<file path="config.mk">
export PLATFORM = sky130hd
export DESIGN_NAME = draw_flag_engine_flat
export DESIGN_NICKNAME = d
export VERILOG_FILES = /design/src/hdl/flag_pkg.sv /design/src/hdl/cmd_link_if.sv /design/src/hdl/draw_flag_engine.sv /design/src/hdl/pattern_phase_counter.sv /design/src/flat_wrapper.sv
export SDC_FILE = /design/constraint.sdc
export NUM_CORES = 1
export LEC_CHECK = 0
export BUFFER_PORTS_ARGS = -buffer_cell sky130_fd_sc_hd__buf_4
export CAP_MARGIN = 30
export CELL_PAD_IN_SITES_DETAIL_PLACEMENT = 2
export CELL_PAD_IN_SITES_GLOBAL_PLACEMENT = 2
export CORE_UTILIZATION = 36
export DETAILED_ROUTE_END_ITERATION = 10
export PLACE_DENSITY = 0.89
export SLEW_MARGIN = 20
export SYNTH_ARGS = -nofsm -noshare
export SYNTH_HDL_FRONTEND = slang
export SYNTH_SLANG_ARGS = --single-unit
</file>
<file path="constraint.sdc">
create_clock -name clk_sys -period 4 [get_ports clk_sys]
set_input_delay 0.2 -clock clk_sys [delete_from_list [all_inputs] [get_ports clk_sys]]
set_output_delay 0.2 -clock clk_sys [all_outputs]
set_load 0.01 [all_outputs]
</file>
<file path="src/hdl/flag_pkg.sv">
// Function
// Opcode byte write starts command; flags low
// Clockwise flag picks curve tracing direction
// Internal pattern register paints all planes
// Tiling fetches memory words, advancing with Y
// Shared tile word for planes on same row
// Per-plane tiling reads separate pattern each plane
// Plane pattern address steps by source stride
// Host loads pattern base and repeat count
// Mode 0 searches preset boundary color
// Mode 1 treats non-start colors as boundary
// Left/right edge bits include boundary points
// Swap bit selects copy read order
// Mirror bit reverses copied image
// Half-turn bit rotates copied image
// Plane transfer field selects plane data mode
// Gap fill draws skipped rotated points
// Host direction bit picks put or get
// Quick bit selects accelerated drawing
// Quick fill only replacing, untiled, unclipped
// Quick copy only plain single-source replace
// Clear planes with internal pattern setting
// Flags latched at start, held until done
package flag_pkg;
	localparam int OP_CLASS_HI = 7;
	localparam int OP_CLASS_LO = 6;
	localparam logic [1:0] CLASS_PAINT = 2'h2;
	localparam logic [1:0] CLASS_COPY = 2'h3;
	localparam logic [1:0] SEL_SINGLE = 2'h0;
	// Paint and figure commands
	localparam int F_CW = 0;
	localparam int F_TILE = 1;
	localparam int F_SS = 2;
	localparam int F_SEARCH = 3;
	localparam int F_LEFT = 4;
	localparam int F_RIGHT = 5;
	localparam int F_FAST = 7;
	// Copy and put/get commands
	localparam int F_SWAP = 0;
	localparam int F_MIRROR = 1;
	localparam int F_HALF = 2;
	localparam int F_SEL_LO = 3;
	localparam int F_GAP = 5;
	localparam int F_PUT = 6;
	localparam int CMD_CLEAR_BIT = 16;
	// Register offsets of the command front end
	localparam logic [7:0] OFS_CMD = 8'h00;
	localparam logic [7:0] OFS_PATCNT = 8'h04;
	localparam logic [7:0] OFS_PATBASE = 8'h08;
	localparam logic [7:0] OFS_STRIDE = 8'h0C;
	localparam logic [7:0] OFS_PLANES = 8'h10;
	localparam logic [7:0] OFS_ROWS = 8'h14;
	localparam logic [7:0] OFS_COLOR = 8'h18;
	localparam logic [7:0] OFS_STATUS = 8'h1C;
	localparam logic [4:0] PLANE_LIMIT_RST = 5'h10;
	localparam logic [15:0] PLANE_MASK_RST = 16'hFFFF;
	typedef enum logic [2:0] {
		ST_IDLE = 3'b000,
		ST_HOLD = 3'b001,
		ST_PLANE = 3'b010,
		ST_FETCH = 3'b011,
		ST_EMIT = 3'b100,
		ST_FINISH = 3'b101
	} eng_state_t;
endpackage : flag_pkg

</file>
<file path="src/hdl/cmd_link_if.sv">
`timescale 1ns/1ps
interface cmd_link_if;
	logic cmdValid;
	logic cmdReady;
	logic [7:0] cmdOpcode;
	logic [7:0] cmdFlags;
	logic [15:0] patternCount;
	logic [23:0] patternBase;
	logic [23:0] planeStride;
	logic [15:0] planeMask;
	logic [4:0] planeLimit;
	logic [15:0] rowCount;
	logic [15:0] boundaryColor;
	logic busy;
	logic done;
	modport device (input cmdValid, cmdOpcode, cmdFlags, patternCount, patternBase,
		planeStride, planeMask, planeLimit, rowCount, boundaryColor,
		output cmdReady, busy, done);
	modport host (output cmdValid, cmdOpcode, cmdFlags, patternCount, patternBase,
		planeStride, planeMask, planeLimit, rowCount, boundaryColor,
		input cmdReady, busy, done);
endinterface : cmd_link_if

</file>
<file path="src/hdl/draw_flag_engine.sv">
`timescale 1ns/1ps
module draw_flag_engine (
	input wire logic clk_sys,
	input wire logic arst_n,
	cmd_link_if.device link,
	input wire logic opDone,
	output logic memRdReq,
	output logic [23:0] memRdAddr,
	input wire logic memRdValid,
	input wire logic [15:0] memRdData,
	output logic patValid,
	output logic [15:0] patWord,
	output logic [4:0] patPlane,
	output logic [15:0] patRow,
	input wire logic [15:0] probeColor,
	input wire logic probeStart,
	input wire logic probeValid,
	output logic isBoundary,
	output logic clockwiseSelect,
	output logic boundarySearchMode,
	output logic leftEdgeInclude,
	output logic rightEdgeInclude,
	output logic swapReadOrder,
	output logic mirrorFlag,
	output logic halfTurnFlag,
	output logic [1:0] planeTransferSelect,
	output logic gapFillFlag,
	output logic hostWriteDir,
	output logic quickMode,
	output logic [1:0] copyVariant
);
	flag_pkg::eng_state_t state;
	flag_pkg::eng_state_t next_state;
	logic [7:0] flags;
	logic [7:0] opcode;
	logic [15:0] patCnt;
	logic [23:0] patBase;
	logic [23:0] stride;
	logic [15:0] mask;
	logic [4:0] limit;
	logic [15:0] rows;
	logic [15:0] color;
	logic [4:0] planeIdx;
	logic [23:0] planeOff;
	logic [15:0] rowIdx;
	logic [15:0] phase;
	logic [15:0] curWord;
	logic [15:0] startColor;
	logic haveWord;

	////////////////////////////////////////////////////////////////////////
	// Decode
	wire start = (state == flag_pkg::ST_IDLE) && link.cmdValid;
	wire [1:0] startCls = link.cmdOpcode[flag_pkg::OP_CLASS_HI:flag_pkg::OP_CLASS_LO];
	wire [1:0] cls = opcode[flag_pkg::OP_CLASS_HI:flag_pkg::OP_CLASS_LO];
	wire isPaint = (cls == flag_pkg::CLASS_PAINT);
	wire isCopy = (cls == flag_pkg::CLASS_COPY);
	wire tile = flags[flag_pkg::F_TILE];
	wire single = flags[flag_pkg::F_SS];
	wire inPlane = (state == flag_pkg::ST_PLANE);
	wire planeEnd = (planeIdx >= limit) || (planeIdx[4] == 1'b1);
	wire planeOn = !planeEnd && mask[planeIdx[3:0]];
	// Shared tile word is fetched once per row and reused
	wire needFetch = tile && !(single && haveWord);
	wire lastRow = (rowIdx + 16'h0001) >= rows;
	wire rowStep = inPlane && planeEnd;
	wire planeStep = (inPlane && !planeEnd && !planeOn) || (state == flag_pkg::ST_EMIT);
	wire fetchGo = inPlane && planeOn && needFetch;
	wire [23:0] fetchAddr = patBase + (single ? 24'h0000_00 : planeOff) + {8'h00, phase};

	assign link.cmdReady = (state == flag_pkg::ST_IDLE);
	assign link.busy = (state != flag_pkg::ST_IDLE);
	assign link.done = (state == flag_pkg::ST_FINISH);

	////////////////////////////////////////////////////////////////////////
	// Held flag outputs
	assign clockwiseSelect = !isCopy && flags[flag_pkg::F_CW];
	assign boundarySearchMode = isPaint && flags[flag_pkg::F_SEARCH];
	assign leftEdgeInclude = !isCopy && flags[flag_pkg::F_LEFT];
	assign rightEdgeInclude = !isCopy && flags[flag_pkg::F_RIGHT];
	assign swapReadOrder = isCopy && flags[flag_pkg::F_SWAP];
	assign mirrorFlag = isCopy && flags[flag_pkg::F_MIRROR];
	assign halfTurnFlag = isCopy && flags[flag_pkg::F_HALF];
	assign planeTransferSelect = isCopy ? flags[flag_pkg::F_SEL_LO +: 2] : 2'h0;
	assign gapFillFlag = isCopy && flags[flag_pkg::F_GAP];
	assign hostWriteDir = isCopy && flags[flag_pkg::F_PUT];
	assign quickMode = link.busy && flags[flag_pkg::F_FAST];
	assign copyVariant = isCopy ? opcode[1:0] : 2'h0;

	////////////////////////////////////////////////////////////////////////
	// Sequencer
	always_comb begin
		next_state = state;
		case (state)
			flag_pkg::ST_IDLE: begin
				if (link.cmdValid) begin
					next_state = (startCls == flag_pkg::CLASS_PAINT) ?
						flag_pkg::ST_PLANE : flag_pkg::ST_HOLD;
				end
			end
			flag_pkg::ST_HOLD: begin
				if (opDone) begin
					next_state = flag_pkg::ST_FINISH;
				end
			end
			flag_pkg::ST_PLANE: begin
				if (planeEnd) begin
					next_state = lastRow ? flag_pkg::ST_FINISH : flag_pkg::ST_PLANE;
				end else if (planeOn) begin
					next_state = needFetch ? flag_pkg::ST_FETCH : flag_pkg::ST_EMIT;
				end
			end
			flag_pkg::ST_FETCH: begin
				if (memRdValid) begin
					next_state = flag_pkg::ST_EMIT;
				end
			end
			flag_pkg::ST_EMIT: next_state = flag_pkg::ST_PLANE;
			flag_pkg::ST_FINISH: next_state = flag_pkg::ST_IDLE;
			default: next_state = flag_pkg::ST_IDLE;
		endcase
	end

	always_ff @(posedge clk_sys or negedge arst_n) begin
		if (!arst_n) begin
			state <= flag_pkg::ST_IDLE;
		end else begin
			state <= next_state;
		end
	end

	// Later link changes cannot disturb a running command
	always_ff @(posedge clk_sys or negedge arst_n) begin
		if (!arst_n) begin
			flags <= 8'h00;
			opcode <= 8'h00;
			patCnt <= 16'h0000;
			patBase <= 24'h0000_00;
			stride <= 24'h0000_00;
			mask <= 16'h0000;
			limit <= 5'h00;
			rows <= 16'h0000;
			color <= 16'h0000;
		end else if (start) begin
			flags <= link.cmdFlags;
			opcode <= link.cmdOpcode;
			patCnt <= link.patternCount;
			patBase <= link.patternBase;
			stride <= link.planeStride;
			mask <= link.planeMask;
			limit <= link.planeLimit;
			rows <= link.rowCount;
			color <= link.boundaryColor;
		end
	end

	////////////////////////////////////////////////////////////////////////
	// Plane and row walk
	always_ff @(posedge clk_sys or negedge arst_n) begin
		if (!arst_n) begin
			planeIdx <= 5'h00;
			planeOff <= 24'h0000_00;
			rowIdx <= 16'h0000;
		end else if (start || rowStep) begin
			planeIdx <= 5'h00;
			planeOff <= 24'h0000_00;
			rowIdx <= start ? 16'h0000 : rowIdx + 16'h0001;
		end else if (planeStep) begin
			planeIdx <= planeIdx + 5'h01;
			planeOff <= planeOff + stride;
		end
	end

	always_ff @(posedge clk_sys or negedge arst_n) begin
		if (!arst_n) begin
			haveWord <= 1'b0;
		end else if (start || rowStep) begin
			haveWord <= 1'b0;
		end else if ((state == flag_pkg::ST_FETCH) && memRdValid) begin
			haveWord <= 1'b1;
		end
	end

	// Pattern index wraps at the repeat count, one step per row
	pattern_phase_counter #(
		.W(16)
	) pattern_phase_counter_i (
		.clk_sys(clk_sys),
		.arst_n(arst_n),
		.clear(start),
		.step(rowStep),
		.limit(patCnt),
		.count(phase)
	);

	////////////////////////////////////////////////////////////////////////
	// Pattern word source
	always_ff @(posedge clk_sys or negedge arst_n) begin
		if (!arst_n) begin
			memRdReq <= 1'b0;
			memRdAddr <= 24'h0000_00;
		end else begin
			memRdReq <= fetchGo;
			if (fetchGo) begin
				memRdAddr <= fetchAddr;
			end
		end
	end

	always_ff @(posedge clk_sys or negedge arst_n) begin
		if (!arst_n) begin
			curWord <= 16'h0000;
		end else if (inPlane && planeOn && !tile) begin
			curWord <= patCnt;
		end else if ((state == flag_pkg::ST_FETCH) && memRdValid) begin
			curWord <= memRdData;
		end
	end

	always_ff @(posedge clk_sys or negedge arst_n) begin
		if (!arst_n) begin
			patValid <= 1'b0;
			patWord <= 16'h0000;
			patPlane <= 5'h00;
			patRow <= 16'h0000;
		end else begin
			patValid <= (state == flag_pkg::ST_EMIT);
			if (state == flag_pkg::ST_EMIT) begin
				patWord <= curWord;
				patPlane <= planeIdx;
				patRow <= rowIdx;
			end
		end
	end

	////////////////////////////////////////////////////////////////////////
	// Boundary test for enclosed-area paint
	wire probeHit = boundarySearchMode ? (probeColor != startColor) :
		(probeColor == color);

	always_ff @(posedge clk_sys or negedge arst_n) begin
		if (!arst_n) begin
			startColor <= 16'h0000;
			isBoundary <= 1'b0;
		end else begin
			if (probeStart) begin
				startColor <= probeColor;
			end
			isBoundary <= isPaint && link.busy && probeValid && probeHit;
		end
	end
endmodule : draw_flag_engine

</file>
<file path="src/hdl/pattern_phase_counter.sv">
`timescale 1ns/1ps
module pattern_phase_counter #(
	parameter int W = 16
) (
	input wire logic clk_sys,
	input wire logic arst_n,
	input wire logic clear,
	input wire logic step,
	input wire logic [W-1:0] limit,
	output logic [W-1:0] count
);
	logic [W-1:0] countInc;
	logic wrap;
	assign countInc = count + 1'b1;
	// A zero limit behaves as one word, so the phase stays at 0
	assign wrap = (countInc >= limit);

	always_ff @(posedge clk_sys or negedge arst_n) begin
		if (!arst_n) begin
			count <= '0;
		end else if (clear) begin
			count <= '0;
		end else if (step) begin
			count <= wrap ? '0 : countInc;
		end
	end
endmodule : pattern_phase_counter
</file>
<file path="src/flat_wrapper.sv">
// flat-port wrapper written by rule: the top's interface ports become plain ports
module draw_flag_engine_flat 
  (clk_sys, arst_n, opDone, memRdReq, memRdAddr, memRdValid, memRdData, patValid, patWord, patPlane, patRow, probeColor, probeStart, probeValid, isBoundary, clockwiseSelect, boundarySearchMode, leftEdgeInclude, rightEdgeInclude, swapReadOrder, mirrorFlag, halfTurnFlag, planeTransferSelect, gapFillFlag, hostWriteDir, quickMode, copyVariant, link_cmdValid, link_cmdOpcode, link_cmdFlags, link_patternCount, link_patternBase, link_planeStride, link_planeMask, link_planeLimit, link_rowCount, link_boundaryColor, link_cmdReady, link_busy, link_done);
  cmd_link_if link_i ();
  input wire logic clk_sys;
  input wire logic arst_n;
  input wire logic opDone;
  output logic memRdReq;
  output logic [23:0] memRdAddr;
  input wire logic memRdValid;
  input wire logic [15:0] memRdData;
  output logic patValid;
  output logic [15:0] patWord;
  output logic [4:0] patPlane;
  output logic [15:0] patRow;
  input wire logic [15:0] probeColor;
  input wire logic probeStart;
  input wire logic probeValid;
  output logic isBoundary;
  output logic clockwiseSelect;
  output logic boundarySearchMode;
  output logic leftEdgeInclude;
  output logic rightEdgeInclude;
  output logic swapReadOrder;
  output logic mirrorFlag;
  output logic halfTurnFlag;
  output logic [1:0] planeTransferSelect;
  output logic gapFillFlag;
  output logic hostWriteDir;
  output logic quickMode;
  output logic [1:0] copyVariant;
  input wire logic [$bits(link_i.cmdValid)-1:0] link_cmdValid;
  input wire logic [$bits(link_i.cmdOpcode)-1:0] link_cmdOpcode;
  input wire logic [$bits(link_i.cmdFlags)-1:0] link_cmdFlags;
  input wire logic [$bits(link_i.patternCount)-1:0] link_patternCount;
  input wire logic [$bits(link_i.patternBase)-1:0] link_patternBase;
  input wire logic [$bits(link_i.planeStride)-1:0] link_planeStride;
  input wire logic [$bits(link_i.planeMask)-1:0] link_planeMask;
  input wire logic [$bits(link_i.planeLimit)-1:0] link_planeLimit;
  input wire logic [$bits(link_i.rowCount)-1:0] link_rowCount;
  input wire logic [$bits(link_i.boundaryColor)-1:0] link_boundaryColor;
  output wire logic [$bits(link_i.cmdReady)-1:0] link_cmdReady;
  output wire logic [$bits(link_i.busy)-1:0] link_busy;
  output wire logic [$bits(link_i.done)-1:0] link_done;
  assign link_i.cmdValid = link_cmdValid;
  assign link_i.cmdOpcode = link_cmdOpcode;
  assign link_i.cmdFlags = link_cmdFlags;
  assign link_i.patternCount = link_patternCount;
  assign link_i.patternBase = link_patternBase;
  assign link_i.planeStride = link_planeStride;
  assign link_i.planeMask = link_planeMask;
  assign link_i.planeLimit = link_planeLimit;
  assign link_i.rowCount = link_rowCount;
  assign link_i.boundaryColor = link_boundaryColor;
  assign link_cmdReady = link_i.cmdReady;
  assign link_busy = link_i.busy;
  assign link_done = link_i.done;
  draw_flag_engine u_core (.clk_sys(clk_sys), .arst_n(arst_n), .link(link_i), .opDone(opDone), .memRdReq(memRdReq), .memRdAddr(memRdAddr), .memRdValid(memRdValid), .memRdData(memRdData), .patValid(patValid), .patWord(patWord), .patPlane(patPlane), .patRow(patRow), .probeColor(probeColor), .probeStart(probeStart), .probeValid(probeValid), .isBoundary(isBoundary), .clockwiseSelect(clockwiseSelect), .boundarySearchMode(boundarySearchMode), .leftEdgeInclude(leftEdgeInclude), .rightEdgeInclude(rightEdgeInclude), .swapReadOrder(swapReadOrder), .mirrorFlag(mirrorFlag), .halfTurnFlag(halfTurnFlag), .planeTransferSelect(planeTransferSelect), .gapFillFlag(gapFillFlag), .hostWriteDir(hostWriteDir), .quickMode(quickMode), .copyVariant(copyVariant));
endmodule
</file>
Word-level counts from Yosys, hierarchy flattened
Cells that the tools add are included.
Cells by class
  magnitude comparators: 4
  $add $sub $neg: 6
  eq/ne operators: 14
  mux-type cells: 27
  reductions and logical operators: 39
Operators with widths (count)
  two-way mux 16 bit: 6
  two-way mux 24 bit: 3
  adder 24 bit: 2
  adder 16 x 1 -> 16 bit (second input constant): 2
  greater-or-equal comparator 16 bit: 2
  adder 24 x 16 -> 24 bit: 1
  logical AND 1 bit: 24
  two-way mux 3 bit: 7
  equality test 16 bit: 1
  != test 16 bit: 1
  case mux 3 bit (5 select lines): 1
  two-way mux 5 bit: 2
  nonzero test 2 bit: 4
  equality test 2 bit (second input constant): 3
  equality test 3 x 2 -> 1 bit (second input constant): 2
  equality test 3 bit (second input constant): 2
  two-way mux 2 bit: 3
  != test 2 bit (second input constant): 3
  adder 5 x 1 -> 5 bit (second input constant): 1
  greater-or-equal comparator 5 bit: 1
  logical NOT 1 bit: 5
  less-than comparator 4 x 5 -> 1 bit (second input constant): 1
  binary-select mux 1 bit (select 4 bit): 1
  two-way mux 1 bit: 4
  6 further kinds: 8
Word-level totals
  output and inout port bits: 81
  word-level logic and storage cells: 114
  flip-flop bits (word level): 294

Depth between registers and ports, before layout
  depth in word-level cells: 9
  mapped depth: 17
  gate-level depth less buffers: 16

By module
From an unflattened synthesis, not the netlist that was laid out.
Unflattened totals
  cell total of the unflattened synthesis: 1468
  area, all modules: 15981.6 µm²
Modules (own cells, without submodules)
  draw_flag_engine: area an instance 14629.0 µm², sequential area each 6856.6 µm², instances 1, cells an instance 1317
  pattern_phase_counter: area an instance 1352.5 µm², sequential area each 400.4 µm², instances 1, cells an instance 151

Worst setup path before layout
No wires, ideal clock.
  path type: flip-flop to flip-flop
  start point: reg u_core.rowIdx[0]
  end point: reg u_core.state[2]
  cell stages (with the launch flop): 14
  data arrival time: 3157 ps
  path buffers: 0
  setup time: 133 ps
  slack: 710 ps
  cells stage by stage: dfrtp_1 -> ha_1 -> and3_1 -> and3_1 -> nor2b_1 -> and3_1 -> xor2_1 -> ha_1 -> a21o_1 -> a21oi_1 -> o21ai_0 -> or4b_2 -> a31oi_1 -> nor3_1
Between the ends
  cells in the longest elaborated chain, start to end: 5
Ends and longest elaborated chain
  from (decl): line draw_flag_engine.sv:45  | logic [15:0] rowIdx;
  from (signal assigned): line draw_flag_engine.sv:167  | rowIdx <= start ? 16'h0000 : rowIdx + 16'h0001;
  adder 16 x 1 -> 16 bit: line draw_flag_engine.sv:65  | wire lastRow = (rowIdx + 16'h0001) >= rows;
  greater-or-equal comparator 16 bit: line draw_flag_engine.sv:65
  two-way mux 3 bit: line draw_flag_engine.sv:108  | next_state = lastRow ? flag_pkg::ST_FINISH : flag_pkg::ST_PLANE;
  two-way mux 3 bit: line draw_flag_engine.sv:107  | if (planeEnd) begin
  case mux 3 bit (5 select lines): line draw_flag_engine.sv:94  | case (state)
  to (signal assigned): line draw_flag_engine.sv:126  | state <= flag_pkg::ST_IDLE;
  to (signal assigned): line draw_flag_engine.sv:128  | state <= next_state;
  to (decl): line draw_flag_engine.sv:32  | flag_pkg::eng_state_t state;
No other way between the ends.
A chain may end at the register's enable or synchronous reset.

Worst setup path after layout
  start point: reg u_core.flags[2]
  end point: reg u_core.memRdAddr[20]
Between the ends
  cells in the longest elaborated chain, start to end: 4
  elaborated cells on any way between the ends: 7
Ends and longest elaborated chain
  from (decl): line draw_flag_engine.sv:34  | logic [7:0] flags;
  from (signal assigned): line draw_flag_engine.sv:145  | flags <= link.cmdFlags;
  parallel branches: the longest is 4 deep, another holds adder 24 bit
  to (signal assigned): line draw_flag_engine.sv:205  | memRdAddr <= fetchAddr;
  to (decl): line draw_flag_engine.sv:8  | output logic [23:0] memRdAddr,
Parallel ways; which one is timed is not known.

==> flow_results.org <==
** Status
- The run finished with clean final reports.

** Setup path
- Startpoint of the worst register-to-register path :: u_core.flags[2]
- Number of cell instances on the worst register-to-register path :: 10
- STA classifies the critical path startpoint as a flop.
- Endpoint of the most critical register-to-register path :: u_core.memRdAddr[20]
- The worst setup path is of the flop to flop kind.
- The worst register-to-register path has a setup slack of 110 ps.
- Master of the slowest instance on the critical path :: sky130_fd_sc_hd__or4_1
- Critical path's largest stage delay :: about 600 ps
- In this run the worst path has a maximum fanout of 8.
- STA puts the critical path data arrival time at 4330 ps.
- Element type at the critical path end :: flop
- Series of cell instances along the critical path :: buf_4 -> nor2b_1 -> fa_1 -> ha_1 -> or4_1 -> o22ai_1 -> o221ai_1 -> a31oi_1 -> xnor2_1 -> o21ai_0
- At the worst endpoint, the required time is roughly 4400 ps.

** Timing
- For the final routed database, the setup TNS stands at 0 ps.
- Max transition margin :: 39.2%
- In the finished design, the share of the clock period the worst path needs comes to a little over nine tenths.
- Minimum setup slack in the final design :: roughly 110 ps
- Setup-failing EPs final :: 0
- For the pin with the worst max-slew slack, the measured transition is 912 ps.
- Count of final hold-check violations :: 0
- Derived from the worst setup path, the maximum achievable clock frequency is 0.257 GHz.
- Between clock sinks in the finished design, the worst skew comes to 30.7 ps.
- Max-slew violation total from the final report :: 0
- Final min period :: 3890 ps

** Detailed routing
- Via-per-instance ratio :: 5.56
- After detailed routing, the average wire length per cell comes to about 27 um.
- The final layout contains routed wiring with a total length of 72700 um.
- Number of antenna-violating nets in the routed design :: 0
- In the routed design, unresolved DRC markers number 0.
- For this block, the initial DRC count from the detailed router was 862.
- The final route contains 15056 vias.
- Pre-antenna DRT Iters :: 5

** Synthesis
- Sequential element share of the synthesized area :: between 40% and 50%
- Syn Std Cell Area :: 0.0159 mm2
- Syn nets :: 1974
- In this run, synthesis inferred 0 flip-flops with an integrated enable.
- The synthesized netlist contains 62 unique library cells.
- Synth Area per Inst :: 9.39 um2
- Instance count of the mapped netlist :: 1692
- After synthesis, the share of flip-flops with an asynchronous set or reset is 100%.
- Predominant post-synthesis flop cell :: sky130_fd_sc_hd__dfrtp_1
- Counting flops and latches in the post-synthesis netlist gives 290.
- Yosys printed 0 warnings.

** Worst hold path
- The worst hold path terminates at u_core.state[0].
- The path class of the tightest hold or removal check is input pin to flop.
- Cell count of the worst hold path :: 4
- Worst hold path startpoint :: opDone

** Clock network
- TritonCTS created 37 clock buffers.
- Clock Pin Slew Worst Setup and Hold Paths :: 70 ps
- The clock tree synthesis step divided the H-tree into 2 levels.
- TritonCTS clock tree :: yes
- In this run the deepest clock path goes through 3 buffers.
- Clock tree synthesis selected as its root buffer the cell sky130_fd_sc_hd__clkbuf_16.
- The clock reaches the later pin of the worst-skew pair after 580 ps.
- For this design, the sink count on the clock tree is a little under 300.

** GRT
- Summed over all layers, the global routing overflow is 0.
- For this run, the total global-route usage over all layers was measured as about a third.
- The number of antenna violations at the first check in global routing was 3.
- Vias in the first global route :: 17715
- The first global-routing pass estimated approximately 110000 um of wire.
- Entering global routing, the biggest net connects 102 pins.

** Die
- Row cnt :: 76
- Die H :: 212 um
- Boundary Pins :: 253
- Die Outline Area :: 0.0450 mm2
- For this configuration, the core starts out at a cell density of 36.7%.
- Measured along the x axis, the die boundary spans 212 um.
- Core Region :: 0.0433 mm2

** Placement
- Number of placed instances, taps included :: 2473
- DP Wirelength :: 41100 um
- During placement, the flow inserted port buffers numbering 248.
- Worst slack at placement :: 165 ps
- In this run the cell area measured after placement is ~0.018 mm2.
- Routability Congestion :: 0.873

** Power
- IR analysis of the VDD net gives a maximum drop of 0.000456 V.
- For this design the static power due to leakage is 10.7 nW.
- Power per cell area :: 719 mW/mm2
- Summing internal, switching and leakage power gives 15.3 mW.

** Finish
- Net count reported at finish :: 2375
- Post-route insts no fill :: 2707
- The finished cells cover 0.0213 mm2.
- Compared with the post-synthesis result, the final layout area differs by 34.0%.
- Of the cells placed in the final design, the portion with a size suffix greater than 1 is slightly below 20%.

** Run
- The tool flagged a number of max-cap violations equal to 0.
report_power, final:
part	internal (mW)	switching (mW)	total, mW
sequential	3.95	1.01	4.96
combinational	2.59	4.29	6.89
clock	1.98	1.49	3.47
layer usage:
layer	GRT usage, %	vias to the layer above	part of all wire (%)
li1	-	6553	-
met1	36.9	7734	38
met2	59.2	557	52
met3	6.00	212	5.0
met4	17.1	0	5.4
met5	0	-	0
cell usage after synthesis, types with 4 or more instances:
| master | n | area (um2) |
|---|---|---|
| sky130_fd_sc_hd__a21o_1 | 34 | 255 |
| sky130_fd_sc_hd__or3_1 | 7 | 43.8 |
| sky130_fd_sc_hd__o21bai_1 | 5 | 37.5 |
| sky130_fd_sc_hd__mux2_2 | 54 | 608 |
| sky130_fd_sc_hd__a22oi_1 | 18 | 135 |
| sky130_fd_sc_hd__mux2i_1 | 9 | 90.1 |
| sky130_fd_sc_hd__a211oi_1 | 9 | 67.6 |
| sky130_fd_sc_hd__clkbuf_1 | 42 | 158 |
| sky130_fd_sc_hd__and2_1 | 14 | 87.6 |
| sky130_fd_sc_hd__nand2b_1 | 21 | 131 |
| sky130_fd_sc_hd__o2111ai_1 | 4 | 35.0 |
| sky130_fd_sc_hd__xnor2_1 | 63 | 552 |
| sky130_fd_sc_hd__o21a_1 | 4 | 30.0 |
| sky130_fd_sc_hd__mux4_2 | 4 | 90.1 |
| sky130_fd_sc_hd__buf_2 | 24 | 120 |
| sky130_fd_sc_hd__o211ai_1 | 6 | 45.0 |
| sky130_fd_sc_hd__nand4_1 | 20 | 125 |
| sky130_fd_sc_hd__a21oi_1 | 51 | 255 |
| sky130_fd_sc_hd__a31oi_1 | 10 | 62.6 |
| sky130_fd_sc_hd__dfrtp_1 | 290 | 7260 |
| sky130_fd_sc_hd__o31ai_1 | 9 | 67.6 |
| sky130_fd_sc_hd__nor3b_1 | 4 | 30.0 |
| sky130_fd_sc_hd__nor2_1 | 39 | 146 |
| sky130_fd_sc_hd__and3_1 | 26 | 163 |
| sky130_fd_sc_hd__inv_1 | 65 | 244 |
| sky130_fd_sc_hd__nor4_1 | 4 | 25.0 |
| sky130_fd_sc_hd__fa_1 | 18 | 360 |
| sky130_fd_sc_hd__xor2_1 | 37 | 324 |
| sky130_fd_sc_hd__o21ai_0 | 126 | 631 |
| sky130_fd_sc_hd__nand2_1 | 444 | 1670 |
| sky130_fd_sc_hd__ha_1 | 92 | 1150 |
| sky130_fd_sc_hd__nor3_1 | 14 | 70.1 |
| sky130_fd_sc_hd__nand3_1 | 50 | 250 |
| sky130_fd_sc_hd__nor2b_1 | 32 | 200 |
state kept, by name, indices dropped and copies added, names as in the netlist:
signal / cells
u_core.planeIdx: 5
u_core.pattern_phase_counter_i.count: 16
u_core.planeOff: 24
u_core.flags: 8
u_core.opcode: 4
u_core.rows: 16
u_core.limit: 5
u_core.haveWord: 1
u_core.state: 3
u_core.curWord: 16
u_core.color: 16
u_core.isBoundary: 1
u_core.patPlane: 5
u_core.rowIdx: 16
u_core.startColor: 16
u_core.patRow: 16
u_core.stride: 24
u_core.mask: 16
u_core.patCnt: 16
u_core.patWord: 16
u_core.patBase: 24
u_core.memRdAddr: 24
u_core.patValid: 1
u_core.memRdReq: 1
through the flow:
stage | hold slack (ps) | utilization [%]
final | 43.1 | 49.2
after detailed placement | 327 | 42.5
after CTS | 28.4 | 49.1
after global placement | 321 | 42.5
after floorplan | -95.6 | -
after global routing | 77.8 | 49.2
area by class of cell:
cell class,instances,area (um2)
fill,4463,22000
multi-input combinational,1265,8140
sequential,290,7260
timing repair buffer,433,3720
clock buffer,51,1050
tap,585,732
inverter,66,248
clock inverter,14,145
antenna,3,7.51
cell families (layout without fill, tap and decap cells):
group	after synthesis	count (layout)	share of synthesized area, %
fa+ha+maj	110	110	9.51
buf+inv	137	564	3.50
simple gates	684	684	19.0
mux	68	68	5.05
flops	290	290	45.7
xor+xnor	100	100	5.51
other cells	0	3	0
compound gates	303	303	11.7
cell usage in the layout, fill, tap and decap left out, types with 10 or more instances in the layout:
cell	instances
sky130_fd_sc_hd__nand2_1	443
sky130_fd_sc_hd__dfrtp_1	289
sky130_fd_sc_hd__buf_4	264
sky130_fd_sc_hd__dlygate4sd3_1	163
sky130_fd_sc_hd__o21ai_0	125
sky130_fd_sc_hd__ha_1	91
sky130_fd_sc_hd__inv_1	65
sky130_fd_sc_hd__xnor2_1	63
sky130_fd_sc_hd__mux2_2	54
sky130_fd_sc_hd__nand3_1	50
sky130_fd_sc_hd__a21oi_1	50
sky130_fd_sc_hd__xor2_1	37
sky130_fd_sc_hd__clkbuf_16	37
sky130_fd_sc_hd__nor2_1	36
sky130_fd_sc_hd__a21o_1	33
sky130_fd_sc_hd__nor2b_1	30
sky130_fd_sc_hd__and3_1	25
sky130_fd_sc_hd__nand2b_1	21
sky130_fd_sc_hd__nand4_1	20
sky130_fd_sc_hd__a22oi_1	18
sky130_fd_sc_hd__fa_1	18
sky130_fd_sc_hd__nor3_1	14
sky130_fd_sc_hd__and2_1	13
sky130_fd_sc_hd__a31oi_1	10
repair_timing:
item                       CTS  global route
setup endpoints to repair    2            15
hold endpoints to repair   260             0
pin swaps                    0             1
hold buffers               163             0
setup buffers                0             1
resized for setup            3             9
worst max-delay path by stage:
| stage | from | endpoint | slack [ps] | cells past startpoint |
|---|---|---|---|---|
| after floorplan | u_core.rowIdx[0] | u_core.state[2] | 710 | 13 |
| after global placement | u_core.flags[2] | u_core.memRdAddr[23] | 420 | 13 |
| after detailed placement | u_core.rowIdx[0] | u_core.state[1] | 170 | 13 |
| after CTS | u_core.rowIdx[0] | u_core.state[2] | 60 | 13 |
| after global routing | u_core.pattern_phase_counter_i.count[1] | u_core.pattern_phase_counter_i.count[5] | -4 | 16 |
| final | u_core.flags[2] | u_core.memRdAddr[20] | 110 | 10 |
worst max-delay path: cells and delay by family (launching register included):
kind,cells,cell delay (ps)
AOI/OAI and AO/OA,4,1270
xor gates and xnor gates,1,160
adders and majority gates,2,770
buffers and inverters,1,230
DFF,1,490
and+or+nand+nor,2,830
No activity file was read; power rests on OpenSTA's default activity.
